**src/rtl/crc_defs.vh**
```
// Constants for the command register block: offsets, bit positions, reset values.
`ifndef CRC_DEFS_VH
`define CRC_DEFS_VH
// ************************************************************
// Register byte addresses (Wishbone, one word each)
// ************************************************************
`define CRC_ADR_CMD       6'h00
`define CRC_ADR_TMR_LO    6'h04
`define CRC_ADR_TMR_HI    6'h08
`define CRC_ADR_AF_PTR    6'h0C
`define CRC_ADR_RRP       6'h10
`define CRC_ADR_IRQ_STAT  6'h14
`define CRC_ADR_IRQ_CLR   6'h18
`define CRC_ADR_IRQ_MASK  6'h1C
`define CRC_ADR_ENG_DONE  6'h20
`define CRC_ADR_TMR_CNT   6'h24
// ************************************************************
// Command register bit positions
// ************************************************************
`define CRC_B_HALT_TX     0
`define CRC_B_TX          1
`define CRC_B_RX_DIS      2
`define CRC_B_RX_EN       3
`define CRC_B_TMR_HALT    4
`define CRC_B_TMR_RUN     5
`define CRC_B_SW_RST      7
`define CRC_B_FETCH       8
`define CRC_B_AF_LOAD     9
// ************************************************************
// Reset values and masks
// ************************************************************
`define CRC_CMD_HW_RST    16'h0094
`define CRC_CMD_SW_CLR    16'h0303
`define CRC_CMD_SW_SET    16'h0084
`define CRC_CMD_IMPL      16'h03BF
`define CRC_IRQ_W         3
`define CRC_IRQ_TMR       0
`define CRC_IRQ_AF        1
`define CRC_IRQ_FETCH     2
`endif

```
**src/rtl/crc_cmd_ctrl.v**
```verilog
// Command register, watchdog timer and interrupt logic of a network controller.
// Functional notes
// - Command bits 9, 8, 1 and 0 are cleared by the block when their command finishes; timer run clears when the watchdog expires.
// - Writing zero to a command bit other than software reset changes nothing.
// - The loaded 32-bit watchdog value decrements only after the timer run bit is set.
// - The watchdog reaching zero raises an interrupt when the timer source is enabled.
// - Hardware reset sets command bits 7, 4 and 2 and clears all others.
// - Software reset clears bits 9, 8, 1, 0, sets 7 and 2, and leaves the rest.
// - The filter load command starts a filter memory load from the filter descriptor pointer.
// - The resource fetch command reads the descriptor at the resource read pointer.
// - While software reset is set, engines are held reset, CRC is off, tallies are paused.
// - The block is not operational until software reset is cleared; hardware reset sets it.
// - Setting timer run starts or resumes counting and clears halt; run clears on halt.
// - Setting timer halt stops the timer and clears run; halt comes up set.
// - Run and halt written together act as halt.
`timescale 1ns/1ps
`include "crc_defs.vh"
module crc_cmd_ctrl #(
   parameter TMR_W = 32
) (
   // Clock, reset, enable
   input  wire             clk_sys,
   input  wire             rst,
   input  wire             ce,
   // Wishbone slave
   input  wire             wb_cyc_i,
   input  wire             wb_stb_i,
   input  wire             wb_we_i,
   input  wire [5:0]       wb_adr_i,
   input  wire [3:0]       wb_sel_i,
   input  wire [31:0]      wb_dat_i,
   output reg  [31:0]      wb_dat_o,
   output reg              wb_ack_o,
   // Command engines
   output reg              af_load_start_ff,
   output reg  [15:0]      af_desc_ptr_ff,
   output reg              fetch_start_ff,
   output reg  [15:0]      rrp_ptr_ff,
   output reg              engines_reset_ff,
   output reg              crc_disable_ff,
   output reg              tally_pause_ff,
   output reg  [15:0]      cmd_bits_ff,
   // Interrupt
   output reg              irq_ff
);
   // ************************************************************
   // Declarations
   // ************************************************************
   reg  [15:0]      cmd_ff;
   reg  [15:0]      nxt_cmd;
   reg  [TMR_W-1:0] tmr_ff;
   reg  [TMR_W-1:0] nxt_tmr;
   reg  [`CRC_IRQ_W-1:0] stat_ff;
   reg  [`CRC_IRQ_W-1:0] nxt_stat;
   reg  [`CRC_IRQ_W-1:0] mask_ff;
   reg              af_busy_ff;
   reg              fetch_busy_ff;
   reg              tmr_done;
   reg  [31:0]      rd_mux;
   wire             acc;
   wire             wr;
   wire [15:0]      rrp_q;
   wire [15:0]      impl_mask;

   assign acc       = wb_cyc_i && wb_stb_i && !wb_ack_o;
   assign wr        = acc && wb_we_i;
   assign impl_mask = `CRC_CMD_IMPL;

   // Byte-lane merge of a 16-bit write over the old value.
   function [15:0] apply_sel;
      input [15:0] old;
      input [15:0] nw;
      input [1:0]  sel;
      begin
         apply_sel = {sel[1] ? nw[15:8] : old[15:8], sel[0] ? nw[7:0] : old[7:0]};
      end
   endfunction

   function is_wr;
      input [5:0] adr;
      begin
         is_wr = wr && (wb_adr_i == adr);
      end
   endfunction

   // ************************************************************
   // Resource read pointer storage
   // ************************************************************
   crc_reg16 #(
      .W (16)
   ) u_rrp (
      .clk_sys (clk_sys),
      .rst     (rst),
      .ce      (ce),
      .we      (is_wr(`CRC_ADR_RRP)),
      .wdata   (apply_sel(rrp_q, wb_dat_i[15:0], wb_sel_i[1:0])),
      .q_ff    (rrp_q)
   );

   // ************************************************************
   // Command register next state
   // ************************************************************
   always @* begin
      nxt_cmd  = cmd_ff;
      tmr_done = 1'b0;
      // Completion from the engines clears the command bits.
      if (is_wr(`CRC_ADR_ENG_DONE)) begin
         if (wb_dat_i[0])
            nxt_cmd[`CRC_B_AF_LOAD] = 1'b0;
         if (wb_dat_i[1])
            nxt_cmd[`CRC_B_FETCH] = 1'b0;
         if (wb_dat_i[2])
            nxt_cmd[`CRC_B_TX] = 1'b0;
         if (wb_dat_i[3])
            nxt_cmd[`CRC_B_HALT_TX] = 1'b0;
      end
      if (!cmd_ff[`CRC_B_SW_RST] && cmd_ff[`CRC_B_TMR_RUN] && tmr_ff == {TMR_W{1'b0}}) begin
         tmr_done = 1'b1;
         nxt_cmd[`CRC_B_TMR_RUN]  = 1'b0;
         nxt_cmd[`CRC_B_TMR_HALT] = 1'b1;
      end
      if (is_wr(`CRC_ADR_CMD) && wb_sel_i[0]) begin
         // The reset bit alone is written both ways.
         nxt_cmd[`CRC_B_SW_RST] = wb_dat_i[`CRC_B_SW_RST];
         if (wb_dat_i[`CRC_B_SW_RST] && !cmd_ff[`CRC_B_SW_RST]) begin
            nxt_cmd = (cmd_ff & ~`CRC_CMD_SW_CLR) | `CRC_CMD_SW_SET;
         end else if (!cmd_ff[`CRC_B_SW_RST]) begin
            // Commands are ignored while reset is held.
            // Only ones take effect; zeros leave bits alone.
            nxt_cmd[6:0] = nxt_cmd[6:0] | (wb_dat_i[6:0] & impl_mask[6:0]);
            if (wb_sel_i[1])
               nxt_cmd[9:8] = nxt_cmd[9:8] | wb_dat_i[9:8];
            if (wb_dat_i[`CRC_B_TMR_HALT]) begin
               nxt_cmd[`CRC_B_TMR_RUN] = 1'b0;
            end else if (wb_dat_i[`CRC_B_TMR_RUN]) begin
               nxt_cmd[`CRC_B_TMR_HALT] = 1'b0;
            end
            if (wb_dat_i[`CRC_B_RX_EN])
               nxt_cmd[`CRC_B_RX_DIS] = 1'b0;
            if (wb_dat_i[`CRC_B_RX_DIS])
               nxt_cmd[`CRC_B_RX_EN] = 1'b0;
         end
      end
      nxt_cmd = nxt_cmd & `CRC_CMD_IMPL;
   end

   // ************************************************************
   // Watchdog timer next state
   // ************************************************************
   always @* begin
      nxt_tmr = tmr_ff;
      if (is_wr(`CRC_ADR_TMR_LO))
         nxt_tmr[15:0] = apply_sel(tmr_ff[15:0], wb_dat_i[15:0], wb_sel_i[1:0]);
      else if (is_wr(`CRC_ADR_TMR_HI))
         nxt_tmr[TMR_W-1:16] = apply_sel(tmr_ff[TMR_W-1:16], wb_dat_i[15:0], wb_sel_i[1:0]);
      else if (!cmd_ff[`CRC_B_SW_RST] && cmd_ff[`CRC_B_TMR_RUN] && tmr_ff != {TMR_W{1'b0}})
         nxt_tmr = tmr_ff - {{(TMR_W-1){1'b0}}, 1'b1};
   end

   // ************************************************************
   // Interrupt status: set wins over clear
   // ************************************************************
   always @* begin
      nxt_stat = stat_ff;
      if (is_wr(`CRC_ADR_IRQ_CLR))
         nxt_stat = nxt_stat & ~wb_dat_i[`CRC_IRQ_W-1:0];
      if (tmr_done)
         nxt_stat[`CRC_IRQ_TMR] = 1'b1;
      if (af_load_start_ff)
         nxt_stat[`CRC_IRQ_AF] = 1'b1;
      if (fetch_start_ff)
         nxt_stat[`CRC_IRQ_FETCH] = 1'b1;
   end

   // ************************************************************
   // Read mux
   // ************************************************************
   always @* begin
      case (wb_adr_i)
         `CRC_ADR_CMD:      rd_mux = {16'h0000, cmd_ff};
         `CRC_ADR_TMR_LO:   rd_mux = {16'h0000, tmr_ff[15:0]};
         `CRC_ADR_TMR_HI:   rd_mux = {16'h0000, tmr_ff[TMR_W-1:16]};
         `CRC_ADR_AF_PTR:   rd_mux = {16'h0000, af_desc_ptr_ff};
         `CRC_ADR_RRP:      rd_mux = {16'h0000, rrp_q};
         `CRC_ADR_IRQ_STAT: rd_mux = {29'h00000000, stat_ff};
         `CRC_ADR_IRQ_MASK: rd_mux = {29'h00000000, mask_ff};
         `CRC_ADR_TMR_CNT:  rd_mux = tmr_ff;
         default:           rd_mux = 32'h00000000;
      endcase
   end

   // ************************************************************
   // State registers
   // ************************************************************
   always @(posedge clk_sys) begin
      if (rst) begin
         cmd_ff           <= `CRC_CMD_HW_RST;
         tmr_ff           <= {TMR_W{1'b0}};
         stat_ff          <= {`CRC_IRQ_W{1'b0}};
         mask_ff          <= {`CRC_IRQ_W{1'b0}};
         af_desc_ptr_ff   <= 16'h0000;
         af_busy_ff       <= 1'b0;
         fetch_busy_ff    <= 1'b0;
         af_load_start_ff <= 1'b0;
         fetch_start_ff   <= 1'b0;
         rrp_ptr_ff       <= 16'h0000;
         engines_reset_ff <= 1'b1;
         crc_disable_ff   <= 1'b1;
         tally_pause_ff   <= 1'b1;
         cmd_bits_ff      <= `CRC_CMD_HW_RST;
         irq_ff           <= 1'b0;
         wb_ack_o         <= 1'b0;
         wb_dat_o         <= 32'h00000000;
      end else if (ce) begin
         cmd_ff   <= nxt_cmd;
         tmr_ff   <= nxt_tmr;
         stat_ff  <= nxt_stat;
         wb_ack_o <= acc;
         wb_dat_o <= (acc && !wb_we_i) ? rd_mux : 32'h00000000;
         if (is_wr(`CRC_ADR_IRQ_MASK))
            mask_ff <= wb_dat_i[`CRC_IRQ_W-1:0];
         if (is_wr(`CRC_ADR_AF_PTR))
            af_desc_ptr_ff <= apply_sel(af_desc_ptr_ff, wb_dat_i[15:0], wb_sel_i[1:0]);
         // One start pulse per rising command bit; engines report done.
         af_busy_ff       <= nxt_cmd[`CRC_B_AF_LOAD];
         fetch_busy_ff    <= nxt_cmd[`CRC_B_FETCH];
         af_load_start_ff <= nxt_cmd[`CRC_B_AF_LOAD] && !af_busy_ff;
         fetch_start_ff   <= nxt_cmd[`CRC_B_FETCH] && !fetch_busy_ff;
         if (nxt_cmd[`CRC_B_FETCH] && !fetch_busy_ff)
            rrp_ptr_ff <= rrp_q;
         engines_reset_ff <= nxt_cmd[`CRC_B_SW_RST];
         crc_disable_ff   <= nxt_cmd[`CRC_B_SW_RST];
         tally_pause_ff   <= nxt_cmd[`CRC_B_SW_RST];
         cmd_bits_ff      <= nxt_cmd;
         irq_ff           <= |(nxt_stat & (is_wr(`CRC_ADR_IRQ_MASK) ?
                             wb_dat_i[`CRC_IRQ_W-1:0] : mask_ff));
      end
   end
endmodule

```
**src/rtl/crc_reg16.v**
```verilog
// Small 16-bit register with write enable whose output comes from a flip-flop.
`timescale 1ns/1ps
module crc_reg16 #(
   parameter W = 16
) (
   // Clocking
   input  wire         clk_sys,
   input  wire         rst,
   input  wire         ce,
   // Write port
   input  wire         we,
   input  wire [W-1:0] wdata,
   // Read port
   output reg  [W-1:0] q_ff
);
   always @(posedge clk_sys) begin
      if (rst) begin
         q_ff <= {W{1'b0}};
      end else if (ce && we) begin
         q_ff <= wdata;
      end
   end
endmodule

```
**config.mk**
```make
export PLATFORM = sky130hd
export DESIGN_NAME = crc_cmd_ctrl
export DESIGN_NICKNAME = d
export VERILOG_FILES = /design/src/rtl/crc_cmd_ctrl.v /design/src/rtl/crc_reg16.v
export VERILOG_INCLUDE_DIRS = /design/src /design/src/rtl
export SDC_FILE = /design/constraint.sdc
export NUM_CORES = 1
export LEC_CHECK = 0
export BUFFER_PORTS_ARGS = -buffer_cell sky130_fd_sc_hd__buf_2
export CAP_MARGIN = 20
export CORE_UTILIZATION = 35
export DETAILED_ROUTE_END_ITERATION = 16
export GPL_TIMING_DRIVEN = 0
export SLEW_MARGIN = 30
export SYNTH_ARGS = -nofsm -noshare
export SYNTH_HDL_FRONTEND = slang
export SYNTH_HIERARCHICAL = 1
export SYNTH_SLANG_ARGS = --single-unit
```
**constraint.sdc**
```tcl
create_clock -name clk_sys -period 2.76 [get_ports clk_sys]
set_input_delay 0.552 -clock clk_sys [delete_from_list [all_inputs] [get_ports clk_sys]]
set_output_delay 0.552 -clock clk_sys [all_outputs]
set_load 0.05 [all_outputs]
```
# ---- Yosys cells after proc, flatten, opt, wreduce, memory -nomap -nowiden
# Cells that the tools add are included.
dict set report word_totals {
  register_bits 134
  in_bits 48
  word_cells 124
  out_inout_bits 87
}
dict set report classes {
  n_eq_ne 16
  n_addsub 1
  muxes 33
  bitwise 8
  reduce_logical 43
}
# operator n
set op_table {}
lappend op_table {{32-bit case mux with 8 select lines} 1}
lappend op_table {{32-bit 2-to-1 mux} 2}
lappend op_table {{16-bit 2-to-1 mux} 3}
lappend op_table {{32-bit logical NOT} 1}
lappend op_table {{32-bit nonzero test} 1}
lappend op_table {{32-bit by 1-bit subtractor with 32-bit output (second input constant)} 1}
lappend op_table {{6-bit by 5-bit == test with 1-bit output (second input constant)} 4}
lappend op_table {{1-bit logical AND} 20}
lappend op_table {{4-bit AND reduction} 5}
lappend op_table {{8-bit 2-to-1 mux} 2}
lappend op_table {{1-bit 2-to-1 mux} 14}
lappend op_table {{6-bit by 4-bit == test with 1-bit output (second input constant)} 2}
lappend op_table {{6-bit == test (second input constant)} 2}
lappend op_table {{2-bit 2-to-1 mux} 6}
lappend op_table {{6-bit 2-to-1 mux} 2}
lappend op_table {{2-bit inequality test (second input constant)} 6}
lappend op_table {{10-bit 2-to-1 mux} 1}
lappend op_table {{3-bit AND reduction} 3}
lappend op_table {{2-bit AND reduction} 4}
lappend op_table {{3-bit AND} 2}
lappend op_table {{6-bit by 3-bit == test with 1-bit output (second input constant)} 1}
lappend op_table {{6-bit logical NOT} 1}
lappend op_table {{3-bit 2-to-1 mux} 2}
lappend op_table {{6-bit OR} 1}
lappend op_table {{other kinds (7)} 14}

# ---- Logic depth before layout (Yosys ltp)
dict set report depth {
  depth_word 13
  mapped_depth 10
  depth_no_buf 8
}

# ---- Hierarchy
# The synthesis kept the hierarchy.
# module n_inst area_per_inst_um2 cells_each seq_area_each_um2
set modules_own_cells {}
lappend modules_own_cells {crc_cmd_ctrl 1 6247.2 796 2302.2}
lappend modules_own_cells {crc_reg16 1 733.2 72 320.3}

# ---- Worst setup path after synthesis
# Ideal clock, no wire load.
dict set report synth_timing {
  path_type {input to register}
  from {input port wb_adr_i[5]}
  to {register tmr_ff[1]}
  arrival_time_ps 2475
  cell_stages 9
  path_buffers 4
  path_slack_ps 227
  required_time_ps 2702
  setup_time_ps 58
  cell_sequence {buf_2 -> or4_1 -> buf_2 -> nor3_2 -> buf_2 -> a22oi_2 -> buf_4 -> a2111oi_0 -> o21a_1}
}
dict set report synth_via {
  elab_chain_cells 4
  word_cells_on_any_way 9
  cone_classes {4 x eq/ne; 1 x mux; 4 x reduce/logical}
}
# element line_no
set synth_lines {}
lappend synth_lines {{from (decl)} crc_cmd_ctrl.v:29} ;# input wire [5:0] wb_adr_i,
lappend synth_lines {{6-bit by 3-bit == test with 1-bit output / 6-bit by 4-bit == test with 1-bit output (equally long branches)} crc_cmd_ctrl.v:82} ;# is_wr = wr && (wb_adr_i == adr);
lappend synth_lines {{1-bit logical AND} crc_cmd_ctrl.v:82}
lappend synth_lines {{2-bit inequality test (no line) / 2-bit nonzero test (equally long branches)} n/a}
lappend synth_lines {{4-bit AND reduction (no line)} n/a}
lappend synth_lines {{to (signal assigned)} crc_cmd_ctrl.v:198} ;# tmr_ff <= {TMR_W{1'b0}};
lappend synth_lines {{to (signal assigned)} crc_cmd_ctrl.v:216} ;# tmr_ff <= nxt_tmr;
lappend synth_lines {{to (decl)} crc_cmd_ctrl.v:51} ;# reg [TMR_W-1:0] tmr_ff;
# Several ways; a longest one is shown, not always the timed one.
# A chain may end at the register's enable or synchronous reset.

==> impl_metrics.yaml <==
status:
  status: "complete, no violations"
yosys:
  synth_cell_types: 74
  ys.flop_type: "dfxtp_1"
  netlist_instances: 868
  syn_avg_cell_area_sq_um: 8.042
  syn-cell-area_sq_um: 6980
  yosys_register_bits: 131
  synth_warnings: 6
  yosysSeqAreaShare: 0.3757
  async_reset_ff_frac: 0
  synth_edf_count: 0
pwr:
  power.leakage_nw: 3.350
  ir_drop_v: 0.0004217
  seqPwrFrac: 0.405
  p_clk_frac: 0.531
  pwr_density_cell_nw_per_um2: 543.1
  power.total_mw: 4.682
  netSwitchingFraction: 0.2482
  combPwrFrac: 0.064
  switchingPower_mw: 1.162
  internal_power_mw: 3.520
critical_path:
  crit_family: "buffers and inverters"
  critPathRequiredTime_ns: 3.12
  cp-start-kind: "input port"
  cpPeakStageDelay_ns: 0.41
  reg2regPathDepth: 9
  timing.rr.start: "tmr_ff[4]"
  path_cells: "buf_2 > clkinvlp_4 > nor3_4 > o2111ai_2 > nor2_4 > clkbuf_1 > a22oi_1 > nor2_1"
  crit_type: "in2reg"
  rr_endpoint: "tmr_ff[0]"
  path_max_fanout: 11
  cp-end-kind: "register"
  critPathBufInv: 3
  slowest_stage: "nor3_4"
  rrSetupSlack_ns: 0.13
  worstPathArrival_ns: 2.99
timing:
  period_needed_ns: 2.631
  final.setup.tns_ns: 0
  slew_viol_final: 0
  fin_skew_ns: 0.009516
  relSlewSlack: 0.4375
  period_share: 0.9532
  grt_setup_unrepaired: "false"
  tightest_slew_ns: 0.8367
  max_freq_mhz: 380.1
  hold_violations: 0
  setup_violations: 0
global_routing:
  overflow: 0
  grt_max_degree: 17
  grtUsageTotal: 0.2673
  grt_pass1_wl_mm: 40.82
  antenna_found_initial: 0
  grt_pass1_vias: 6868
placement:
  gp_congestion: 0.9605
  dp_hpwl_mm: 20.07
  dpl_cell_area_sq_um: 7873
  numPortBuffers: 105
layout:
  nFillCells: 2051
  layout-area-overhead-vs-synth_pct: 23.52
  drive_above_1_share: 0.2274
  n_antenna_cell: 0
  nNetsFinal: 1053
  finalCoreUtilization: 0.4416
  fin_area_sq_um: 8622
floorplanning:
  die-height_microns: 143.2
  die-area_sq_um: 20510
  io-pin-count: 135
  rows: 51
  core-area_sq_um: 19530
  die_w_microns: 143.2
  start_util: 0.3575
clock_tree:
  h-tree-depth: 4
  cts-root-buf: "clkbuf_16"
  clk_pin_slew_ns: 0.06
  cts_buffers: 17
  postCtsHoldBufs: 0
  clk-insertion-delay-late_ns: 0.43
  cts_tree: "yes"
  clkSinkCount: 131
  cts.path.max_buffers: 2
route:
  via_per_inst: 5.906
  top_layer: "met4"
  met1_length_mm: 11.66
  wire_per_inst_microns: 21.18
  drtIter0Drc: 903
  met2RoutedLength_mm: 12.01
  antenna_left: 0
  via_count: 7565
  route.detailed.drc: 0
  drt-pass1-iter-count: 7
  wl_met3_mm: 2.442
  drt-total-wl_mm: 27.14
job:
  drv_cap: 0
hold_path:
  min_path_cells: 2
  min_to: "rrp_ptr_ff[9]"
  hold_start: "rrp_ptr_ff[9]"
  hp-class: "reg2reg"
==> flip-flops by register name, indices dropped and copies added (netlist names) <==
signal / flops
tmr_ff: 32
wb_dat_o: 32
af_desc_ptr_ff: 16
rrp_ptr_ff: 16
u_rrp/q_ff: 16
cmd_ff: 8
mask_ff: 3
stat_ff: 3
af_busy_ff: 1
af_load_start_ff: 1
fetch_start_ff: 1
irq_ff: 1
wb_ack_o: 1
==> cell type report <==
class,instances,area [sq um],share of cell area
tap,265,331.6,0.03846
sequential,131,2623,0.3042
inverter,9,37.54,0.004354
clock inverter,13,196.4,0.02278
clock buffer,19,442.9,0.05137
timing repair buffer,110,563.0,0.06530
multi-input combinational,658,4058,0.4706
buffer,76,370.4,0.04295
==> kinds of logic after synthesis <==
logic type                 after synthesis  share of synthesized area
muxes                                   37                    0.05592
adders and majority gates                2                   0.003584
and+or+nand+nor                        321                     0.2230
AOI/OAI and AO/OA                      291                     0.2836
buffers and inverters                   85                    0.05772
other                                    1                  0.0005372
DFF                                    131                     0.3757
==> cells in the final DEF (no fill, tap or decap), types with 10 or more instances in the layout <==
cell / instances
a21bo_1: 15
a21o_1: 10
a21oi_1: 101
a21oi_2: 11
a222oi_1: 13
a22oi_1: 33
buf_2: 117
buf_4: 19
clkbuf_1: 45
clkbuf_16: 17
dfxtp_1: 131
mux2_2: 16
mux2i_1: 21
nand2_1: 105
nand3_1: 39
nor2_1: 89
nor3_1: 19
o21ai_0: 20
o21ai_1: 16
o31ai_1: 14
==> per-layer routing <==
metal  GRT usage  up-vias
met2      0.4098      415
met4      0.1237        0
li1            -     3461
met5           0        -
met1      0.3589     3613
met3     0.05399       76
==> worst min-delay path, delay by kind of cell, from the launching register on <==
| kind | cells | cell delay [ns] |
|---|---|---|
| flops | 1 | 0.31 |
| compound gates | 1 | 0.05 |
| simple gates | 1 | 0.05 |
==> repair_timing <==
action / CTS / global route
setup endpoints to repair: 25 / 57
pin swaps: 0 / 3
resized for setup: 6 / 11
buffers inserted: 0 / 5
==> Yosys cell counts, types with 8 or more instances <==
library cell	count	area [sq um]
o31ai_1	14	105.1
clkbuf_1	45	168.9
nor3_1	23	115.1
mux2i_1	21	210.2
inv_1	8	30.03
a22oi_1	33	247.7
buf_4	14	105.1
nand3_1	39	195.2
a222oi_1	13	130.1
nand2_1	105	394.1
a21oi_2	12	105.1
mux2_2	16	180.2
nor2_1	90	337.8
a21bo_1	15	150.1
a21o_1	10	75.07
dfxtp_1	131	2623
buf_2	12	60.06
o21ai_1	16	80.08
a21oi_1	101	505.5
o21ai_0	20	100.1
==> stage by stage <==
step | cells | worst slack [ns] | hold WS, ns
after floorplan | 874 | 0.2269 | 0.4452
after global placement | 1244 | -1.003 | 0.4412
after detailed placement | 1244 | -0.9693 | 0.4403
after CTS | 1276 | 0.03802 | 0.4491
after global routing | 1281 | 0.01344 | 0.4671
final | 1281 | 0.1292 | 0.4476
==> worst max-delay path by stage <==
stage | to | cells after the start | slack, ns | startpoint
finish | wb_dat_o[26] | 8 | 0.13 | ce
global route | tmr_ff[0] | 9 | 0.01 | tmr_ff[4]
CTS | tmr_ff[31] | 6 | 0.04 | wb_ack_o
detailed placement | wb_dat_o[26] | 8 | -0.97 | ce
global placement | wb_dat_o[30] | 8 | -1.00 | ce
floorplan | tmr_ff[1] | 9 | 0.23 | wb_adr_i[5]
==> power groups by stage <==
stage | combinational, mW | sequential, mW | clock (mW)
after floorplan | 0.159 | 1.94 | 0
after global placement | 0.284 | 1.94 | 0
after detailed placement | 0.284 | 1.94 | 0
after CTS | 0.288 | 1.90 | 2.51
after global routing | 0.314 | 1.90 | 2.61
final | 0.301 | 1.90 | 2.49
Power figures use the tool's default switching activity.
